[config.mk]
export PLATFORM = sky130hd
export DESIGN_NAME = modulo_bitrev_address_gen
export DESIGN_NICKNAME = d
export VERILOG_FILES = /design/src/modulo_bitrev_pkg.sv /design/src/modulo_corrector.sv /design/src/bitrev_adder.sv /design/src/modulo_bitrev_address_gen.sv
export SDC_FILE = /design/constraint.sdc
export NUM_CORES = 1
export LEC_CHECK = 0
export ABC_AREA = 1
export BUFFER_PORTS_ARGS = -buffer_cell sky130_fd_sc_hd__buf_2
export CAP_MARGIN = 10
export CORE_MARGIN = 10
export CORE_UTILIZATION = 60
export CTS_CLUSTER_SIZE = 20
export DETAILED_ROUTE_END_ITERATION = 8
export PLACE_DENSITY_LB_ADDON = 0.08
export REMOVE_ABC_BUFFERS = 1
export SETUP_SLACK_MARGIN = 0.3
export SKIP_CTS_REPAIR_TIMING = 1
export SYNTH_ARGS = -nofsm -noshare
export SYNTH_HDL_FRONTEND = slang
export SYNTH_SLANG_ARGS = --single-unit
[constraint.sdc]
create_clock -name mclk -period 4.9 [get_ports mclk]
set_input_delay 0.49 -clock mclk [delete_from_list [all_inputs] [get_ports mclk]]
set_output_delay 0.49 -clock mclk [all_outputs]
set_load 0.005 [all_outputs]
[src/modulo_bitrev_pkg.sv]
// Shared constants, types and helpers for the address correction logic
package modulo_bitrev_pkg;

  // ****************************************************************
  // Register map, byte addresses on the register bus
  // ****************************************************************
  localparam logic [7:0] MODULO_CONTROL_ADDR      = 8'h00;
  localparam logic [7:0] X_MODULO_START_ADDR      = 8'h04;
  localparam logic [7:0] X_MODULO_END_ADDR        = 8'h08;
  localparam logic [7:0] Y_MODULO_START_ADDR      = 8'h0c;
  localparam logic [7:0] Y_MODULO_END_ADDR        = 8'h10;
  localparam logic [7:0] BIT_REVERSE_CONTROL_ADDR = 8'h14;
  localparam logic [7:0] LAST_ADDRESS_STATUS_ADDR = 8'h18;

  // ****************************************************************
  // Field layout and reset values
  // ****************************************************************
  localparam int X_MODULO_EN_BIT      = 15;
  localparam int Y_MODULO_EN_BIT      = 14;
  localparam int REV_PTR_LSB          = 8;
  localparam int Y_MOD_PTR_LSB        = 4;
  localparam int X_MOD_PTR_LSB        = 0;
  localparam int BIT_REVERSE_EN_BIT   = 15;
  localparam int STAT_BITREV_BIT      = 15;
  localparam int STAT_MODULO_BIT      = 14;

  localparam logic [15:0] MODULO_CONTROL_RESET      = 16'h0fff;
  localparam logic [15:0] BOUNDARY_RESET            = 16'h0000;
  localparam logic [15:0] BIT_REVERSE_CONTROL_RESET = 16'h0000;

  // Pointer select value that names the stack pointer, never usable here
  localparam logic [3:0]  POINTER_NONE = 4'hf;
  localparam logic [15:0] WORD_STEP    = 16'h0002;
  localparam logic [15:0] BYTE_STEP    = 16'h0001;

  // ****************************************************************
  // Types
  // ****************************************************************
  typedef enum logic [2:0] {
    mode_indirect,
    mode_post_dec,
    mode_post_inc,
    mode_pre_dec,
    mode_pre_inc,
    mode_offset
  } addr_mode_e;

  typedef struct packed {
    logic        valid;
    logic        is_write;
    logic        byte_access;
    addr_mode_e  mode;
    logic [3:0]  wsel;
    logic [15:0] pointer;
    logic [15:0] offset;
  } agu_req_s;

  typedef struct packed {
    logic        valid;
    logic [15:0] ea;
    logic        writeback;
    logic [3:0]  wsel;
    logic [15:0] wb_value;
    logic        bitrev_used;
    logic        modulo_used;
  } agu_rsp_s;

  // ****************************************************************
  // Helpers
  // ****************************************************************
  function automatic logic [15:0] bitrev16(input logic [15:0] v);
    logic [15:0] r;
    r = 16'h0000;
    for (int i = 0; i < 16; i++)
      r[i] = v[15 - i];
    return r;
  endfunction

  // Byte-lane merge of a 16-bit register from a 32-bit bus word
  function automatic logic [15:0] merge16(input logic [15:0] old,
                                          input logic [31:0] wdata,
                                          input logic [3:0]  sel);
    logic [15:0] r;
    r = old;
    if (sel[0])
      r[7:0] = wdata[7:0];
    if (sel[1])
      r[15:8] = wdata[15:8];
    return r;
  endfunction

endpackage

[src/modulo_corrector.sv]
// Circular buffer boundary correction for one address generator
`timescale 1ns/1ps
module modulo_corrector
(
  input  logic        enable,
  input  logic        incrementing,
  input  logic [15:0] addr,
  input  logic [15:0] start_addr,
  input  logic [15:0] end_addr,
  output logic [15:0] corrected,
  output logic        wrapped
);

  logic [15:0] length;

  // Inclusive bounds, so the buffer spans end - start + 1 bytes
  assign length = 16'(end_addr - start_addr + 16'h0001);

  always_comb
  begin
    corrected = addr;
    wrapped   = 1'b0;
    if (enable)
    begin
      // Magnitude tests, so a step that overshoots is still folded back
      if (incrementing && (addr > end_addr))
      begin
        corrected = 16'(addr - length);
        wrapped   = 1'b1;
      end
      else if (!incrementing && (addr < start_addr))
      begin
        corrected = 16'(addr + length);
        wrapped   = 1'b1;
      end
    end
  end

endmodule

[src/bitrev_adder.sv]
// Reverse-carry addition of a pointer and the pivot modifier
`timescale 1ns/1ps
module bitrev_adder
(
  input  logic [15:0] pointer,
  input  logic [14:0] pivot,
  output logic [15:0] sum
);

  logic [15:0] modifier;
  logic [15:0] rev_sum;
  logic [15:0] norm_sum;

  // Pivot counts words, so it is scaled to a byte modifier
  assign modifier = {pivot, 1'b0};
  // Only the carry path runs reversed; pointer keeps normal order
  assign rev_sum  = 16'(modulo_bitrev_pkg::bitrev16(pointer)
                      + modulo_bitrev_pkg::bitrev16(modifier));
  // Word data only: the low address bit is always clear
  assign norm_sum = modulo_bitrev_pkg::bitrev16(rev_sum);
  assign sum      = {norm_sum[15:1], 1'b0};

endmodule

[src/modulo_bitrev_address_gen.sv]
// Modulo effective address correction for the X and Y generators, bit-reversed for the X generator only
`timescale 1ns/1ps
// How it works
// - Modulo applies to any working register pointer; here select 1111 turns it off
// - Wrap on greater or less, not equality
// - Write back corrected pointer only for modify modes
// - Offset form corrected, pointer left unchanged
// - Bit reverse only on X generator writes
// - Only the modifier is bit reversed
// - Needs select not 1111, enable, pre/post increment
// - Pivot modifier held in control bits 14:0
// - Bit reversed address low bit forced zero
// - Byte or other modes give ordinary address
// - Bit reverse adds pivot, ignores normal increment
// - Bit reverse wins over modulo on writes
module modulo_bitrev_address_gen
(
  input  logic                         mclk,
  input  logic                         rst,
  input  logic                         wb_cyc_i,
  input  logic                         wb_stb_i,
  input  logic                         wb_we_i,
  input  logic [7:0]                   wb_adr_i,
  input  logic [3:0]                   wb_sel_i,
  input  logic [31:0]                  wb_dat_i,
  output logic [31:0]                  wb_dat_o,
  output logic                         wb_ack_o,
  input  modulo_bitrev_pkg::agu_req_s  x_req,
  input  modulo_bitrev_pkg::agu_req_s  y_req,
  output modulo_bitrev_pkg::agu_rsp_s  x_rsp,
  output modulo_bitrev_pkg::agu_rsp_s  y_rsp
);

  // ****************************************************************
  // Register storage
  // ****************************************************************
  logic [15:0] modulo_control;
  logic [15:0] mod_start [2];
  logic [15:0] mod_end   [2];
  logic [15:0] bit_reverse_control;
  logic [15:0] last_address_status;

  logic                        bus_req;
  logic                        bus_write;
  logic [31:0]                 next_rdata;

  modulo_bitrev_pkg::agu_req_s req     [2];
  logic [15:0]                 ea_norm [2];
  logic [15:0]                 wbv_norm[2];
  logic                        wbe_norm[2];
  logic                        mod_used[2];
  logic                        pre_form[2];
  logic                        mod_en  [2];
  logic [3:0]                  mod_ptr [2];

  logic [3:0]                  reverse_pointer_select;
  logic                        bit_reverse_enable;
  logic [14:0]                 pivot;
  logic                        brev_active;
  logic [15:0]                 brev_sum;

  modulo_bitrev_pkg::agu_rsp_s next_x_rsp;
  modulo_bitrev_pkg::agu_rsp_s next_y_rsp;

  // Index 0 is the X generator, index 1 the Y generator
  assign req[0] = x_req;
  assign req[1] = y_req;

  // ****************************************************************
  // Control field decode
  // ****************************************************************
  assign mod_en[0] = modulo_control[modulo_bitrev_pkg::X_MODULO_EN_BIT];
  assign mod_en[1] = modulo_control[modulo_bitrev_pkg::Y_MODULO_EN_BIT];
  assign mod_ptr[0] = modulo_control[modulo_bitrev_pkg::X_MOD_PTR_LSB +: 4];
  assign mod_ptr[1] = modulo_control[modulo_bitrev_pkg::Y_MOD_PTR_LSB +: 4];

  assign reverse_pointer_select = modulo_control[modulo_bitrev_pkg::REV_PTR_LSB +: 4];
  assign bit_reverse_enable = bit_reverse_control[modulo_bitrev_pkg::BIT_REVERSE_EN_BIT];
  assign pivot              = bit_reverse_control[14:0];

  // ****************************************************************
  // Wishbone slave
  // ****************************************************************
  // One wait state: ack rises the cycle after the strobe and drops
  // the cycle after, so a held request is not taken again in the ack cycle.
  assign bus_req   = wb_cyc_i && wb_stb_i && !wb_ack_o;
  assign bus_write = bus_req && wb_we_i;

  always_ff @(posedge mclk)
  begin
    if (rst)
      wb_ack_o <= 1'b0;
    else
      wb_ack_o <= bus_req;
  end

  always_comb
  begin
    next_rdata = 32'h0000_0000;
    unique case (wb_adr_i)
      modulo_bitrev_pkg::MODULO_CONTROL_ADDR:
        next_rdata[15:0] = modulo_control;
      modulo_bitrev_pkg::X_MODULO_START_ADDR:
        next_rdata[15:0] = mod_start[0];
      modulo_bitrev_pkg::X_MODULO_END_ADDR:
        next_rdata[15:0] = mod_end[0];
      modulo_bitrev_pkg::Y_MODULO_START_ADDR:
        next_rdata[15:0] = mod_start[1];
      modulo_bitrev_pkg::Y_MODULO_END_ADDR:
        next_rdata[15:0] = mod_end[1];
      modulo_bitrev_pkg::BIT_REVERSE_CONTROL_ADDR:
        next_rdata[15:0] = bit_reverse_control;
      modulo_bitrev_pkg::LAST_ADDRESS_STATUS_ADDR:
        next_rdata[15:0] = last_address_status;
      default:
        next_rdata = 32'h0000_0000;
    endcase
  end

  always_ff @(posedge mclk)
  begin
    if (rst)
      wb_dat_o <= 32'h0000_0000;
    else if (bus_req && !wb_we_i)
      wb_dat_o <= next_rdata;
  end

  always_ff @(posedge mclk)
  begin
    if (rst)
      modulo_control <= modulo_bitrev_pkg::MODULO_CONTROL_RESET;
    else if (bus_write && (wb_adr_i == modulo_bitrev_pkg::MODULO_CONTROL_ADDR))
      modulo_control <= modulo_bitrev_pkg::merge16(modulo_control, wb_dat_i, wb_sel_i);
  end

  always_ff @(posedge mclk)
  begin
    if (rst)
    begin
      mod_start[0] <= modulo_bitrev_pkg::BOUNDARY_RESET;
      mod_start[1] <= modulo_bitrev_pkg::BOUNDARY_RESET;
      mod_end[0]   <= modulo_bitrev_pkg::BOUNDARY_RESET;
      mod_end[1]   <= modulo_bitrev_pkg::BOUNDARY_RESET;
    end
    else if (bus_write)
    begin
      unique case (wb_adr_i)
        modulo_bitrev_pkg::X_MODULO_START_ADDR:
          mod_start[0] <= modulo_bitrev_pkg::merge16(mod_start[0], wb_dat_i, wb_sel_i);
        modulo_bitrev_pkg::X_MODULO_END_ADDR:
          mod_end[0] <= modulo_bitrev_pkg::merge16(mod_end[0], wb_dat_i, wb_sel_i);
        modulo_bitrev_pkg::Y_MODULO_START_ADDR:
          mod_start[1] <= modulo_bitrev_pkg::merge16(mod_start[1], wb_dat_i, wb_sel_i);
        modulo_bitrev_pkg::Y_MODULO_END_ADDR:
          mod_end[1] <= modulo_bitrev_pkg::merge16(mod_end[1], wb_dat_i, wb_sel_i);
        default:
        begin
        end
      endcase
    end
  end

  // New pivot or enable is seen by the very next request, so the
  // read-after-write hazard software must avoid does not arise here.
  always_ff @(posedge mclk)
  begin
    if (rst)
      bit_reverse_control <= modulo_bitrev_pkg::BIT_REVERSE_CONTROL_RESET;
    else if (bus_write && (wb_adr_i == modulo_bitrev_pkg::BIT_REVERSE_CONTROL_ADDR))
      bit_reverse_control <= modulo_bitrev_pkg::merge16(bit_reverse_control, wb_dat_i,
                                                        wb_sel_i);
  end

  // ****************************************************************
  // Per-generator address formation and modulo correction
  // ****************************************************************
  for (genvar g = 0; g < 2; g++)
  begin : gen_agu
    logic [15:0] step;
    logic [15:0] modified;
    logic        incrementing;
    logic        modify_form;
    logic        hit;
    logic [15:0] corrected;

    always_comb
    begin
      step = req[g].byte_access ? modulo_bitrev_pkg::BYTE_STEP
                                : modulo_bitrev_pkg::WORD_STEP;
      modified     = req[g].pointer;
      incrementing = 1'b1;
      modify_form  = 1'b0;
      pre_form[g]  = 1'b1;
      unique case (req[g].mode)
        modulo_bitrev_pkg::mode_indirect:
        begin
          modified = req[g].pointer;
        end
        modulo_bitrev_pkg::mode_post_inc:
        begin
          modified    = 16'(req[g].pointer + step);
          modify_form = 1'b1;
          pre_form[g] = 1'b0;
        end
        modulo_bitrev_pkg::mode_post_dec:
        begin
          modified     = 16'(req[g].pointer - step);
          incrementing = 1'b0;
          modify_form  = 1'b1;
          pre_form[g]  = 1'b0;
        end
        modulo_bitrev_pkg::mode_pre_inc:
        begin
          modified    = 16'(req[g].pointer + step);
          modify_form = 1'b1;
        end
        modulo_bitrev_pkg::mode_pre_dec:
        begin
          modified     = 16'(req[g].pointer - step);
          incrementing = 1'b0;
          modify_form  = 1'b1;
        end
        modulo_bitrev_pkg::mode_offset:
        begin
          // A negative offset walks the buffer downward
          modified     = 16'(req[g].pointer + req[g].offset);
          incrementing = !req[g].offset[15];
        end
      endcase
    end

    // Any working register but select 1111 may be the circular pointer
    assign hit = mod_en[g] && (mod_ptr[g] != modulo_bitrev_pkg::POINTER_NONE)
                 && (req[g].wsel == mod_ptr[g]);

    modulo_corrector u_modulo
    (
      .enable       (hit),
      .incrementing (incrementing),
      .addr         (modified),
      .start_addr   (mod_start[g]),
      .end_addr     (mod_end[g]),
      .corrected    (corrected),
      .wrapped      ()
    );

    assign ea_norm[g]  = pre_form[g] ? corrected : req[g].pointer;
    assign wbv_norm[g] = corrected;
    assign wbe_norm[g] = modify_form;
    assign mod_used[g] = hit;
  end

  // ****************************************************************
  // Bit-reversed path, X generator only
  // ****************************************************************
  // Byte accesses, reads and other modes fall back to the normal path
  assign brev_active = x_req.valid && x_req.is_write && !x_req.byte_access
                       && ((x_req.mode == modulo_bitrev_pkg::mode_pre_inc)
                           || (x_req.mode == modulo_bitrev_pkg::mode_post_inc))
                       && bit_reverse_enable
                       && (reverse_pointer_select != modulo_bitrev_pkg::POINTER_NONE)
                       && (x_req.wsel == reverse_pointer_select);

  // The pointer is always summed with the pivot; the mode step is unused
  bitrev_adder u_bitrev
  (
    .pointer (x_req.pointer),
    .pivot   (pivot),
    .sum     (brev_sum)
  );

  // ****************************************************************
  // Result select, all combinational ahead of one register stage
  // ****************************************************************
  // Correction and plain address share one cycle, so no stall is added
  always_comb
  begin
    next_x_rsp.valid       = x_req.valid;
    next_x_rsp.wsel        = x_req.wsel;
    next_x_rsp.modulo_used = mod_used[0] && !brev_active;
    next_x_rsp.bitrev_used = brev_active;
    if (brev_active)
    begin
      next_x_rsp.ea        = pre_form[0] ? brev_sum
                                         : {x_req.pointer[15:1], 1'b0};
      next_x_rsp.writeback = 1'b1;
      next_x_rsp.wb_value  = brev_sum;
    end
    else
    begin
      next_x_rsp.ea        = ea_norm[0];
      next_x_rsp.writeback = wbe_norm[0];
      next_x_rsp.wb_value  = wbv_norm[0];
    end
  end

  always_comb
  begin
    next_y_rsp.valid       = y_req.valid;
    next_y_rsp.wsel        = y_req.wsel;
    next_y_rsp.ea          = ea_norm[1];
    next_y_rsp.writeback   = wbe_norm[1];
    next_y_rsp.wb_value    = wbv_norm[1];
    next_y_rsp.modulo_used = mod_used[1];
    next_y_rsp.bitrev_used = 1'b0;
  end

  always_ff @(posedge mclk)
  begin
    if (rst)
    begin
      x_rsp <= '0;
      y_rsp <= '0;
    end
    else
    begin
      x_rsp <= next_x_rsp;
      y_rsp <= next_y_rsp;
      // Writeback only qualifies a valid request
      x_rsp.writeback <= next_x_rsp.writeback && x_req.valid;
      y_rsp.writeback <= next_y_rsp.writeback && y_req.valid;
    end
  end

  // ****************************************************************
  // Status: last X address and how it was formed
  // ****************************************************************
  always_ff @(posedge mclk)
  begin
    if (rst)
      last_address_status <= 16'h0000;
    else if (x_req.valid)
    begin
      last_address_status <= next_x_rsp.ea;
      last_address_status[modulo_bitrev_pkg::STAT_BITREV_BIT] <= brev_active;
      last_address_status[modulo_bitrev_pkg::STAT_MODULO_BIT] <= next_x_rsp.modulo_used;
    end
  end

endmodule

# Word-level counts from Yosys, hierarchy flattened
# Memory sizes are Yosys's and may differ from the RTL's.
# Cells that the tools add are included.
[totals] n_memories=2 register_bits=145 input_bits=133 ramBits=64 wordCells=191
[op_classes] n_eq_ne=22 n_bitwise=4 reduce_logical=48 add_sub_neg=15 magnitude_cmp=4 mux=74
[memory_table] name="mod_end" depth=2 word_bits=16 read_ports=2 rd_ports_with_merged_regs=0 wr=2 line="modulo_bitrev_address_gen.sv:39" text="logic [15:0] mod_end [2];"
[memory_table] name="mod_start" depth=2 word_bits=16 read_ports=2 rd_ports_with_merged_regs=0 wr=2 line="modulo_bitrev_address_gen.sv:38" text="logic [15:0] mod_start [2];"
[op_table] operator="8-bit 2-to-1 mux" count=32
[op_table] operator="16-bit 2-to-1 mux" count=14
[op_table] operator="16-bit case mux with 4 select lines" count=2
[op_table] operator="16-bit case mux with 7 select lines" count=1
[op_table] operator="16-bit adder" count=4
[op_table] operator="16-bit subtractor" count=4
[op_table] operator="16-bit by 1-bit adder with 16-bit output (second input constant)" count=2
[op_table] operator="16-bit by 2-bit adder with 16-bit output" count=2
[op_table] operator="16-bit greater-than comparator" count=2
[op_table] operator="16-bit < comparator" count=2
[op_table] operator="16-bit by 2-bit subtractor with 16-bit output" count=2
[op_table] operator="8-bit by 5-bit equality test with 1-bit output (second input constant)" count=3
[op_table] operator="1-bit logical AND" count=23
[op_table] operator="1-bit 2-to-1 mux" count=20
[op_table] operator="17-bit 2-to-1 mux" count=1
[op_table] operator="8-bit by 4-bit equality test with 1-bit output (second input constant)" count=2
[op_table] operator="15-bit adder" count=1
[op_table] operator="2-bit OR reduction" count=7
[op_table] operator="3-bit by 2-bit equality test with 1-bit output (second input constant)" count=4
[op_table] operator="3-bit equality test (second input constant)" count=4
[op_table] operator="4-bit equality test" count=3
[op_table] operator="4-bit inequality test (second input constant)" count=3
[op_table] operator="8-bit by 3-bit equality test with 1-bit output (second input constant)" count=1
[op_table] operator="1-bit zero test" count=8
[op_table] operator="9 further kinds" count=20

# Longest topological paths before layout
# Gate-level depths: netlist of the first run.
[depth] ltp_word=11 depth_mapped=37 ltp_nobuf=35

# Modules after synthesis
# Synthesis of the first run repeated with hierarchy kept, for this count alone.
[hier_totals] hier_cells=3174 hier_area_um2=20163.1
[by_module_without_submodules] mod="modulo_bitrev_address_gen" n_inst=1 cells_per_inst=1638 area_per_inst_um2=11318.4
[by_module_without_submodules] mod="modulo_corrector at gen_agu[1].u_modulo" n_inst=1 cells_per_inst=707 area_per_inst_um2=4040.1
[by_module_without_submodules] mod="modulo_corrector at gen_agu[0].u_modulo" n_inst=1 cells_per_inst=672 area_per_inst_um2=3955.0
[by_module_without_submodules] mod="bitrev_adder" n_inst=1 cells_per_inst=157 area_per_inst_um2=849.6

# Least setup slack after synthesis of the first run
# OpenSTA, ideal clock, no wires.
[synth_timing] path_kind="input to register" startpoint="input x_req[37] (netlist bit)" endpoint="register last_address_status[13]" stages=27 setup_ps=109 arrival_ps=4198 slack_ps=593 n_path_buf=0 path_cell_list="inv_1 nand2_1 nor2_1 nand2_1 o21ai_0 ha_1 inv_1 fa_1 o31ai_1 a211oi_1 xor2_1 o21ai_0 ha_1 inv_1 nand2_1 nor2_1 inv_1 o211ai_1 nand2_1 nand3_1 nand3_1 o21ai_1 nand2_1 nand3_1 nand3_1 nand2_1 inv_1"
[synth_via] elab_chain_cells=10 word_cells_on_any_way=29
[synth_rtl] element="start: declaration" line="modulo_bitrev_address_gen.sv:28" text="input modulo_bitrev_pkg::agu_req_s x_req,"
[synth_rtl] element="3-bit by 2-bit equality test with 1-bit output, or another cell as far along" line="modulo_bitrev_address_gen.sv:194" text="unique case (req[g].mode)"
[synth_rtl] element="2-bit OR reduction (no source line)"
[synth_rtl] element="16-bit case mux with 4 select lines / 1-bit case mux with 2 select lines (equally long branches)" line="modulo_bitrev_address_gen.sv:194"
[synth_rtl] element="16-bit < comparator / 1-bit zero test (equally long branches)" line="modulo_corrector.sv:31" text="else if (!incrementing && (addr < start_addr))"
[synth_rtl] element="1-bit logical AND" line="modulo_corrector.sv:31"
[synth_rtl] element="16-bit 2-to-1 mux" line="modulo_corrector.sv:31"
[synth_rtl] element="16-bit 2-to-1 mux" line="modulo_corrector.sv:26" text="if (incrementing && (addr > end_addr))"
[synth_rtl] element="16-bit 2-to-1 mux" line="modulo_corrector.sv:23" text="if (enable)"
[synth_rtl] element="16-bit 2-to-1 mux" line="modulo_bitrev_address_gen.sv:247" text="assign ea_norm[g] = pre_form[g] ? corrected : req[g].pointer;"
[synth_rtl] element="17-bit 2-to-1 mux *" line="modulo_bitrev_address_gen.sv:282" text="if (brev_active)"
[synth_rtl] element="end signal: assignment" line="modulo_bitrev_address_gen.sv:334" text="last_address_status <= next_x_rsp.ea;"
[synth_rtl] element="end signal: indexed assignment" line="modulo_bitrev_address_gen.sv:335" text="last_address_status[modulo_bitrev_pkg::STAT_BITREV_BIT] <= brev_active;"
[synth_rtl] element="end signal: indexed assignment" line="modulo_bitrev_address_gen.sv:336" text="last_address_status[modulo_bitrev_pkg::STAT_MODULO_BIT] <= next_x_rsp.modulo_used;"
[synth_rtl] element="end: declaration" line="modulo_bitrev_address_gen.sv:41" text="logic [15:0] last_address_status;"
# Every way passes the cells marked *; elsewhere a longest branch is shown, timed or not.
# A chain may end at the register's enable or synchronous reset.

# Worst setup path after layout of the first run
[layout_timing] startpoint="input x_req[37] (netlist bit)" endpoint="register x_rsp[9] (netlist bit)"
[layout_via] elab_chain_cells=9 word_cells_on_any_way=26
[layout_rtl] element="3-bit by 2-bit equality test with 1-bit output, or another cell as far along" line="modulo_bitrev_address_gen.sv:194"
[layout_rtl] element="2-bit OR reduction (no source line)"
[layout_rtl] element="16-bit case mux with 4 select lines / 1-bit case mux with 2 select lines (equally long branches)" line="modulo_bitrev_address_gen.sv:194"
[layout_rtl] element="16-bit < comparator / 1-bit zero test (equally long branches)" line="modulo_corrector.sv:31"
[layout_rtl] element="1-bit logical AND" line="modulo_corrector.sv:31"
[layout_rtl] element="16-bit 2-to-1 mux" line="modulo_corrector.sv:31"
[layout_rtl] element="16-bit 2-to-1 mux" line="modulo_corrector.sv:26"
[layout_rtl] element="16-bit 2-to-1 mux" line="modulo_corrector.sv:23"
[layout_rtl] element="16-bit 2-to-1 mux *" line="modulo_bitrev_address_gen.sv:282"
[layout_rtl] element="end signal: assignment" line="modulo_bitrev_address_gen.sv:317" text="x_rsp <= next_x_rsp;"
[layout_rtl] element="end: declaration" line="modulo_bitrev_address_gen.sv:30" text="output modulo_bitrev_pkg::agu_rsp_s x_rsp,"
# Marks and branches as above.

==> impl_metrics.json, run 1 <==
{
  "htreeDepth": 1,
  "ys_ff_latch": 208,
  "pin_count": 246,
  "dp.final_hpwl_mm": 54.1,
  "relSlewSlack": 0.280,
  "fillers": 2424,
  "drive_above_1_share": 0.172,
  "criticalPathCategory": "input port to register",
  "fin_crit_ns": 4.45,
  "avgSynthCellArea_um2": 6.94,
  "cpPeakStageDelay_ns": 0.32,
  "overflow": 0,
  "status": "finished with violations",
  "root_buffer": "clkbuf_16",
  "finalSetupViolations": 0,
  "gp_congestion": 1.07,
  "p_seq_frac": 0.268,
  "cpMostUsedCell": "nand2_1",
  "required_ns": 5.33,
  "core_area_um2": 29700,
  "synth-async-reset-ratio": 0,
  "multiInputGateArea_um2": 11400,
  "hold_path_class": "input port to register",
  "skew_ns": 0.0203,
  "antenna_found_initial": 0,
  "switching_share": 0.391,
  "switching_power_w": 0.00279,
  "die_y_um": 194,
  "ys_seq_area_frac": 0.266,
  "fmax_ghz": 0.225,
  "rsz0062_at_grt": "false",
  "max_cap_viol_count": 0,
  "final.period_utilization": 0.908,
  "synth_edf_count": 64,
  "slew_violations": 0,
  "die_w_um": 194,
  "critPathTopFamily": "simple AND/OR/NAND/NOR gates",
  "fp-row-count": 63,
  "fin_nets": 3320,
  "initial_utilization": 0.608,
  "syn_area_um2": 18100,
  "leakage_nw": 11.6,
  "cts_inserted_buffers": 24,
  "ir_drop_mv": 0.275,
  "rr_startpoint": "mod_end[0][6]",
  "setup_ws_ns": 0.450,
  "worst_pin_slew_ns": 1.08,
  "avgViaCountPerCell": 5.85,
  "crit_slowest_cell": "ha_1",
  "synthCells": 2604,
  "portBuffers": 209,
  "dp_slack_ns": -0.168,
  "clk_path_buf_depth": 3,
  "synth_cell_types": 55,
  "grt_max_degree": 56,
  "clk_pin_slew_ns": 0.06,
  "clock-sinks": 208,
  "area_growth_pct": 19.9,
  "register_area_um2": 4800,
  "synth_flop_cell": "dfxtp_1",
  "grt_util_all_layers": 0.340,
  "path_buf_inv": 8,
  "p_int_w": 0.00434,
  "hold_viol": 0,
  "power.density_nw_per_um2": 329,
  "drc": 1,
  "tritoncts": "done",
  "path_max_fanout": 14,
  "hold_slack_ns": 0.186,
  "vias": 19700,
  "drtIter0Drc": 1816,
  "dieArea_um2": 37500,
  "wl_mm": 67.3,
  "startpoint_type": "input port",
  "crit_arrival_ns": 4.88,
  "clk-insertion-delay-late_ns": 0.54,
  "worstHoldStart": "y_req[41]",
  "first_global_vias": 19300,
  "yosys_warnings": 0,
  "cp-end-kind": "register",
  "critPathLaunch": "x_req[37]",
  "violations": "DRC",
  "power_frac_comb": 0.460,
  "drt_first_pass_iters": 9,
  "p_clk_frac": 0.273,
  "drtAntennaViolNets": 0,
  "wl_per_cell_um": 20.0,
  "grt_first_pass_wirelength_mm": 104
}
final cells by class:
cell class,count,share of cell area
multi-input combinational,1884,0.527
sequential,208,0.222
timing repair buffer,394,0.113
inverter,442,0.0765
clock buffer,30,0.0316
tap,390,0.0225
clock inverter,14,0.00739
antenna,1,0.000115
path summary, 6_finish.rpt:
path	to	slack (ns)	depth (start not counted)
setup / recovery	x_rsp[9]	0.45	31
hold / removal	y_rsp[39]	0.19	3
setup reg to reg	x_rsp[38]	0.56	24
hold reg to reg	wb_dat_o[6]	0.46	2
cell usage after synthesis, types with 3 or more instances:
master / n / area [um2]
edfxtp_1: 64 / 1920
a21boi_0: 4 / 30.0
xor2_1: 83 / 727
a21o_1: 18 / 135
o21ai_1: 11 / 55.1
o21ai_0: 136 / 681
nand4_1: 24 / 150
nor4_1: 5 / 31.3
or2_2: 13 / 81.3
buf_2: 10 / 50.1
o21a_1: 3 / 22.5
o22ai_1: 37 / 231
a31oi_1: 12 / 75.1
nand2_1: 566 / 2120
a22o_1: 8 / 70.1
nand3b_1: 8 / 60.1
o2111ai_1: 4 / 35.0
nand3_1: 162 / 811
inv_1: 439 / 1650
buf_1: 3 / 11.3
buf_4: 18 / 135
o211ai_1: 19 / 143
a22oi_1: 6 / 45.0
a221oi_1: 19 / 166
nor2_1: 159 / 597
a21oi_1: 240 / 1200
dfxtp_1: 144 / 2880
fa_1: 9 / 180
nor3_1: 26 / 130
ha_1: 224 / 2800
nand2_2: 4 / 25.0
a31o_2: 5 / 43.8
clkbuf_1: 53 / 199
o21bai_1: 14 / 105
xnor2_1: 15 / 131
nand2_4: 4 / 45.0
o31ai_1: 7 / 52.6
a211oi_1: 7 / 52.6
power groups by stage:
| stage | registers [W] | clock network [W] | logic (W) |
|---|---|---|---|
| after CTS | 0.00191 | 0.00195 | 0.00317 |
| after global routing | 0.00192 | 0.00202 | 0.00362 |
| final | 0.00191 | 0.00195 | 0.00328 |
| after detailed placement | 0.00194 | 0 | 0.00313 |
| after global placement | 0.00194 | 0 | 0.00308 |
| after floorplan | 0.00195 | 0 | 0.00194 |
layer usage:
metal	vias up	track usage	share of wire
met2	1101	0.573	0.46
met1	9022	0.399	0.38
met3	256	0.0659	0.098
li1	9295	-	-
met4	0	0.183	0.064
met5	-	0	0
state kept, by name (all words and copies together) (netlist names), 16 cells and up:
| name | cells |
|---|---|
| x_rsp | 40 |
| y_rsp | 39 |
| mod_end | 32 |
| mod_start | 32 |
| bit_reverse_control | 16 |
| last_address_status | 16 |
| modulo_control | 16 |
| wb_dat_o | 16 |
worst min-delay path: stages:
cell    delay (ns)
buf_2         0.07
inv_1         0.04
nor2_1        0.08
cell usage in the layout (no fill, tap or decap), types with 7 or more instances in the layout:
cell type and n:
nor3_1 23, o21bai_1 14, xnor2_1 15, buf_2 208, o21ai_1 18, o211ai_1 19
inv_1 436, a211oi_1 7, nand3_1 153, ha_1 219, nand2_1 557, nand3b_1 8
dfxtp_1 144, o21ai_0 126, edfxtp_1 64, conb_1 17, a21oi_1 236, nand4_1 24
buf_4 185, clkbuf_16 26, nand3_2 9, o31ai_1 7, a221oi_1 19, nand2_2 13
a21o_1 18, a22o_1 8, a31oi_1 12, nor2_1 158, xor2_1 83, or2_2 13
o22ai_1 35, fa_1 9
kinds of logic after synthesis:
logic type	after synthesis	synth area share
AOI/OAI and AO/OA	555	0.177
xor gates and xnor gates	98	0.0475
adders and majority gates	233	0.165
buffers and inverters	528	0.115
DFF	208	0.266
other	1	0.000207
and+or+nand+nor	981	0.230
metrics by stage:
stage               TNS [ns]  cells  power [W]   util  cell area [um2]
floorplan                  0   2534    0.00389      -            17700
global placement      -0.331   3314    0.00502  0.694            20600
detailed placement     -3.57   3314    0.00507  0.694            20600
CTS                        0   3358    0.00702  0.723            21500
global route               0   3362    0.00755  0.729            21700
finish                     0   3363    0.00714  0.729            21700
(Power assumes the default switching activity.)
==> run 2, diff against run 1 <==
ABC_AREA = not set   (was 1)
==> impl_metrics.json, run 2 <==
{
  "violations": "setup timing",
  "netlist_top_cells_area": "dfxtp_1, ha_1, edfxtp_1",
  "clk_pin_slew_ns": 0.06,
  "initial_utilization": 0.612,
  "switching_power_w": 0.00293,
  "pin_count": 246,
  "first_global_vias": 18600,
  "ir_drop_mv": 0.245,
  "finalSetupViolations": 46,
  "synth_top_area_frac": 0.163,
  "ys_seq_area_frac": 0.272,
  "skew_ns": 0.0281,
  "most-common-layout-cells": "buf_4, ha_1, buf_2",
  "fmax_ghz": 0.195,
  "yosys-top-cells-count": "ha_1, nor2_1, inv_1",
  "hold_path_class": "input port to register",
  "grt_util_all_layers": 0.332,
  "drtAntennaViolNets": 0,
  "hold_slack_ns": 0.190,
  "path_max_fanout": 10,
  "synth_edf_count": 64,
  "antenna_found_initial": 0,
  "reg_top3": "x_rsp (40), y_rsp (39)",
  "dp.final_hpwl_mm": 51.5,
  "final.period_utilization": 1.05,
  "tritoncts": "done",
  "setup_ws_ns": -0.228,
  "die_w_um": 192,
  "relSlewSlack": 0.265,
  "dp_slack_ns": -1.35,
  "fin_crit_ns": 5.13,
  "overflow": 0,
  "crit_arrival_ns": 5.52,
  "synth-async-reset-ratio": 0,
  "ys_ff_latch": 208,
  "totalPowerFinal_w": 0.00771,
  "yosys_warnings": 0,
  "fin_nets": 3000,
  "cpPeakStageDelay_ns": 0.51,
  "power_frac_comb": 0.516,
  "switching_share": 0.380,
  "worst_pin_slew_ns": 1.10,
  "layout_commonest_cell": "buf_4",
  "wl_per_cell_um": 22.5,
  "largest-register": "x_rsp",
  "utilization": 0.824,
  "synth_area_leader_cell": "dfxtp_1",
  "htreeDepth": 1,
  "status": "finished with violations",
  "p_int_w": 0.00478,
  "slew_violations": 0,
  "clock-sinks": 208,
  "root_buffer": "clkbuf_16",
  "gp_congestion": 0.985,
  "p_seq_frac": 0.252,
  "hold_viol": 0,
  "tns_ns": -5.39,
  "dieArea_um2": 36700,
  "multiInputGateArea_um2": 13000,
  "synthCells": 2118,
  "grt_max_degree": 76,
  "grt_first_pass_wirelength_mm": 97.4,
  "area_growth_pct": 34.7,
  "drive_above_1_share": 0.325,
  "clk-insertion-delay-late_ns": 0.54,
  "fp-row-count": 62,
  "wl_mm": 68.3,
  "core_area_um2": 28900,
  "syn_area_um2": 17700,
  "criticalPathCategory": "input port to register",
  "register_area_um2": 4800,
  "cts_inserted_buffers": 23,
  "p_clk_frac": 0.232,
  "rsz0062_at_grt": "true",
  "drt_first_pass_iters": 6,
  "avgSynthCellArea_um2": 8.34,
  "max_cap_viol_count": 0,
  "fillers": 1816,
  "cp-end-kind": "register",
  "synth_flop_cell": "dfxtp_1",
  "vias": 19100,
  "avgViaCountPerCell": 6.30,
  "drc": 0,
  "drtIter0Drc": 1572,
  "synth_cell_types": 93,
  "leakage_nw": 11.2,
  "required_ns": 5.29,
  "clk_path_buf_depth": 3,
  "largest_reg_flops": 40,
  "crit_slowest_cell": "or4b_4",
  "power.density_nw_per_um2": 324,
  "portBuffers": 209,
  "synth_most_common_cell": "ha_1",
  "die_y_um": 192,
  "startpoint_type": "input port"
}
-- run 2: final timing paths --
path | start | to | slack (ns) | cells past startpoint
worst min register to register | modulo_control[13] | modulo_control[13] | 0.47 | 2
worst min-delay path | y_req[35] | y_rsp[21] | 0.19 | 2
worst max register to register | mod_end[0][17] | y_rsp[37] | 0.02 | 21
worst max-delay path | y_req[37] | y_rsp[27] | -0.23 | 26
-- run 2: cell type report --
class,count,area share
antenna,2,0.000210
clock buffer,26,0.0247
clock inverter,15,0.00689
inverter,173,0.0273
multi-input combinational,1646,0.546
sequential,208,0.202
tap,384,0.0202
timing repair buffer,582,0.173
-- run 2: per-layer routing --
| layer | wire (um) | vias to the layer above | global-route usage | share of wire |
|---|---|---|---|---|
| met5 | 0 | - | 0 | 0 |
| met4 | 5030 | 0 | 0.199 | 0.074 |
| met3 | 5790 | 340 | 0.0561 | 0.085 |
| met2 | 33100 | 1130 | 0.589 | 0.48 |
| met1 | 24400 | 8993 | 0.366 | 0.36 |
| li1 | - | 8655 | - | - |
-- run 2: worst max-delay path, delay by kind of cell --
kind	cells	cell delay, ns
compound gates	10	2.34
fa+ha+maj	3	0.56
buf+inv	3	0.28
mux	1	0.31
simple gates	9	1.52
-- run 2: per-stage QoR --
step,area [um2],instances
final,23800,3036
after global routing,23800,3034
after CTS,22100,2990
after detailed placement,21300,2949
after global placement,21300,2949
after floorplan,17200,2027
-- run 2: kinds of logic (layout without fill, tap and decap cells) --
logic type,Yosys count,count (layout),share of synthesized area
AND/OR/NAND/NOR,681,681,0.186
multiplexers,41,41,0.0285
flip-flops,208,208,0.272
adder cells (fa/ha/maj),233,233,0.169
XOR/XNOR,68,68,0.0353
other,1,19,0.000212
AO/OA/AOI/OAI,606,606,0.244
buffers and inverters,280,796,0.0652
-- run 2: power by group through the flow --
| stage | Sequential [W] | Combinational (W) | Clock, W |
|---|---|---|---|
| 3_5_place_dp | 0.00197 | 0.00331 | 0 |
| 6_report | 0.00194 | 0.00398 | 0.00179 |
| 2_1_floorplan | 0.00196 | 0.00182 | 0 |
| 4_1_cts | 0.00194 | 0.00334 | 0.00178 |
| 5_1_grt | 0.00195 | 0.00427 | 0.00185 |
| 3_3_place_gp | 0.00197 | 0.00322 | 0 |
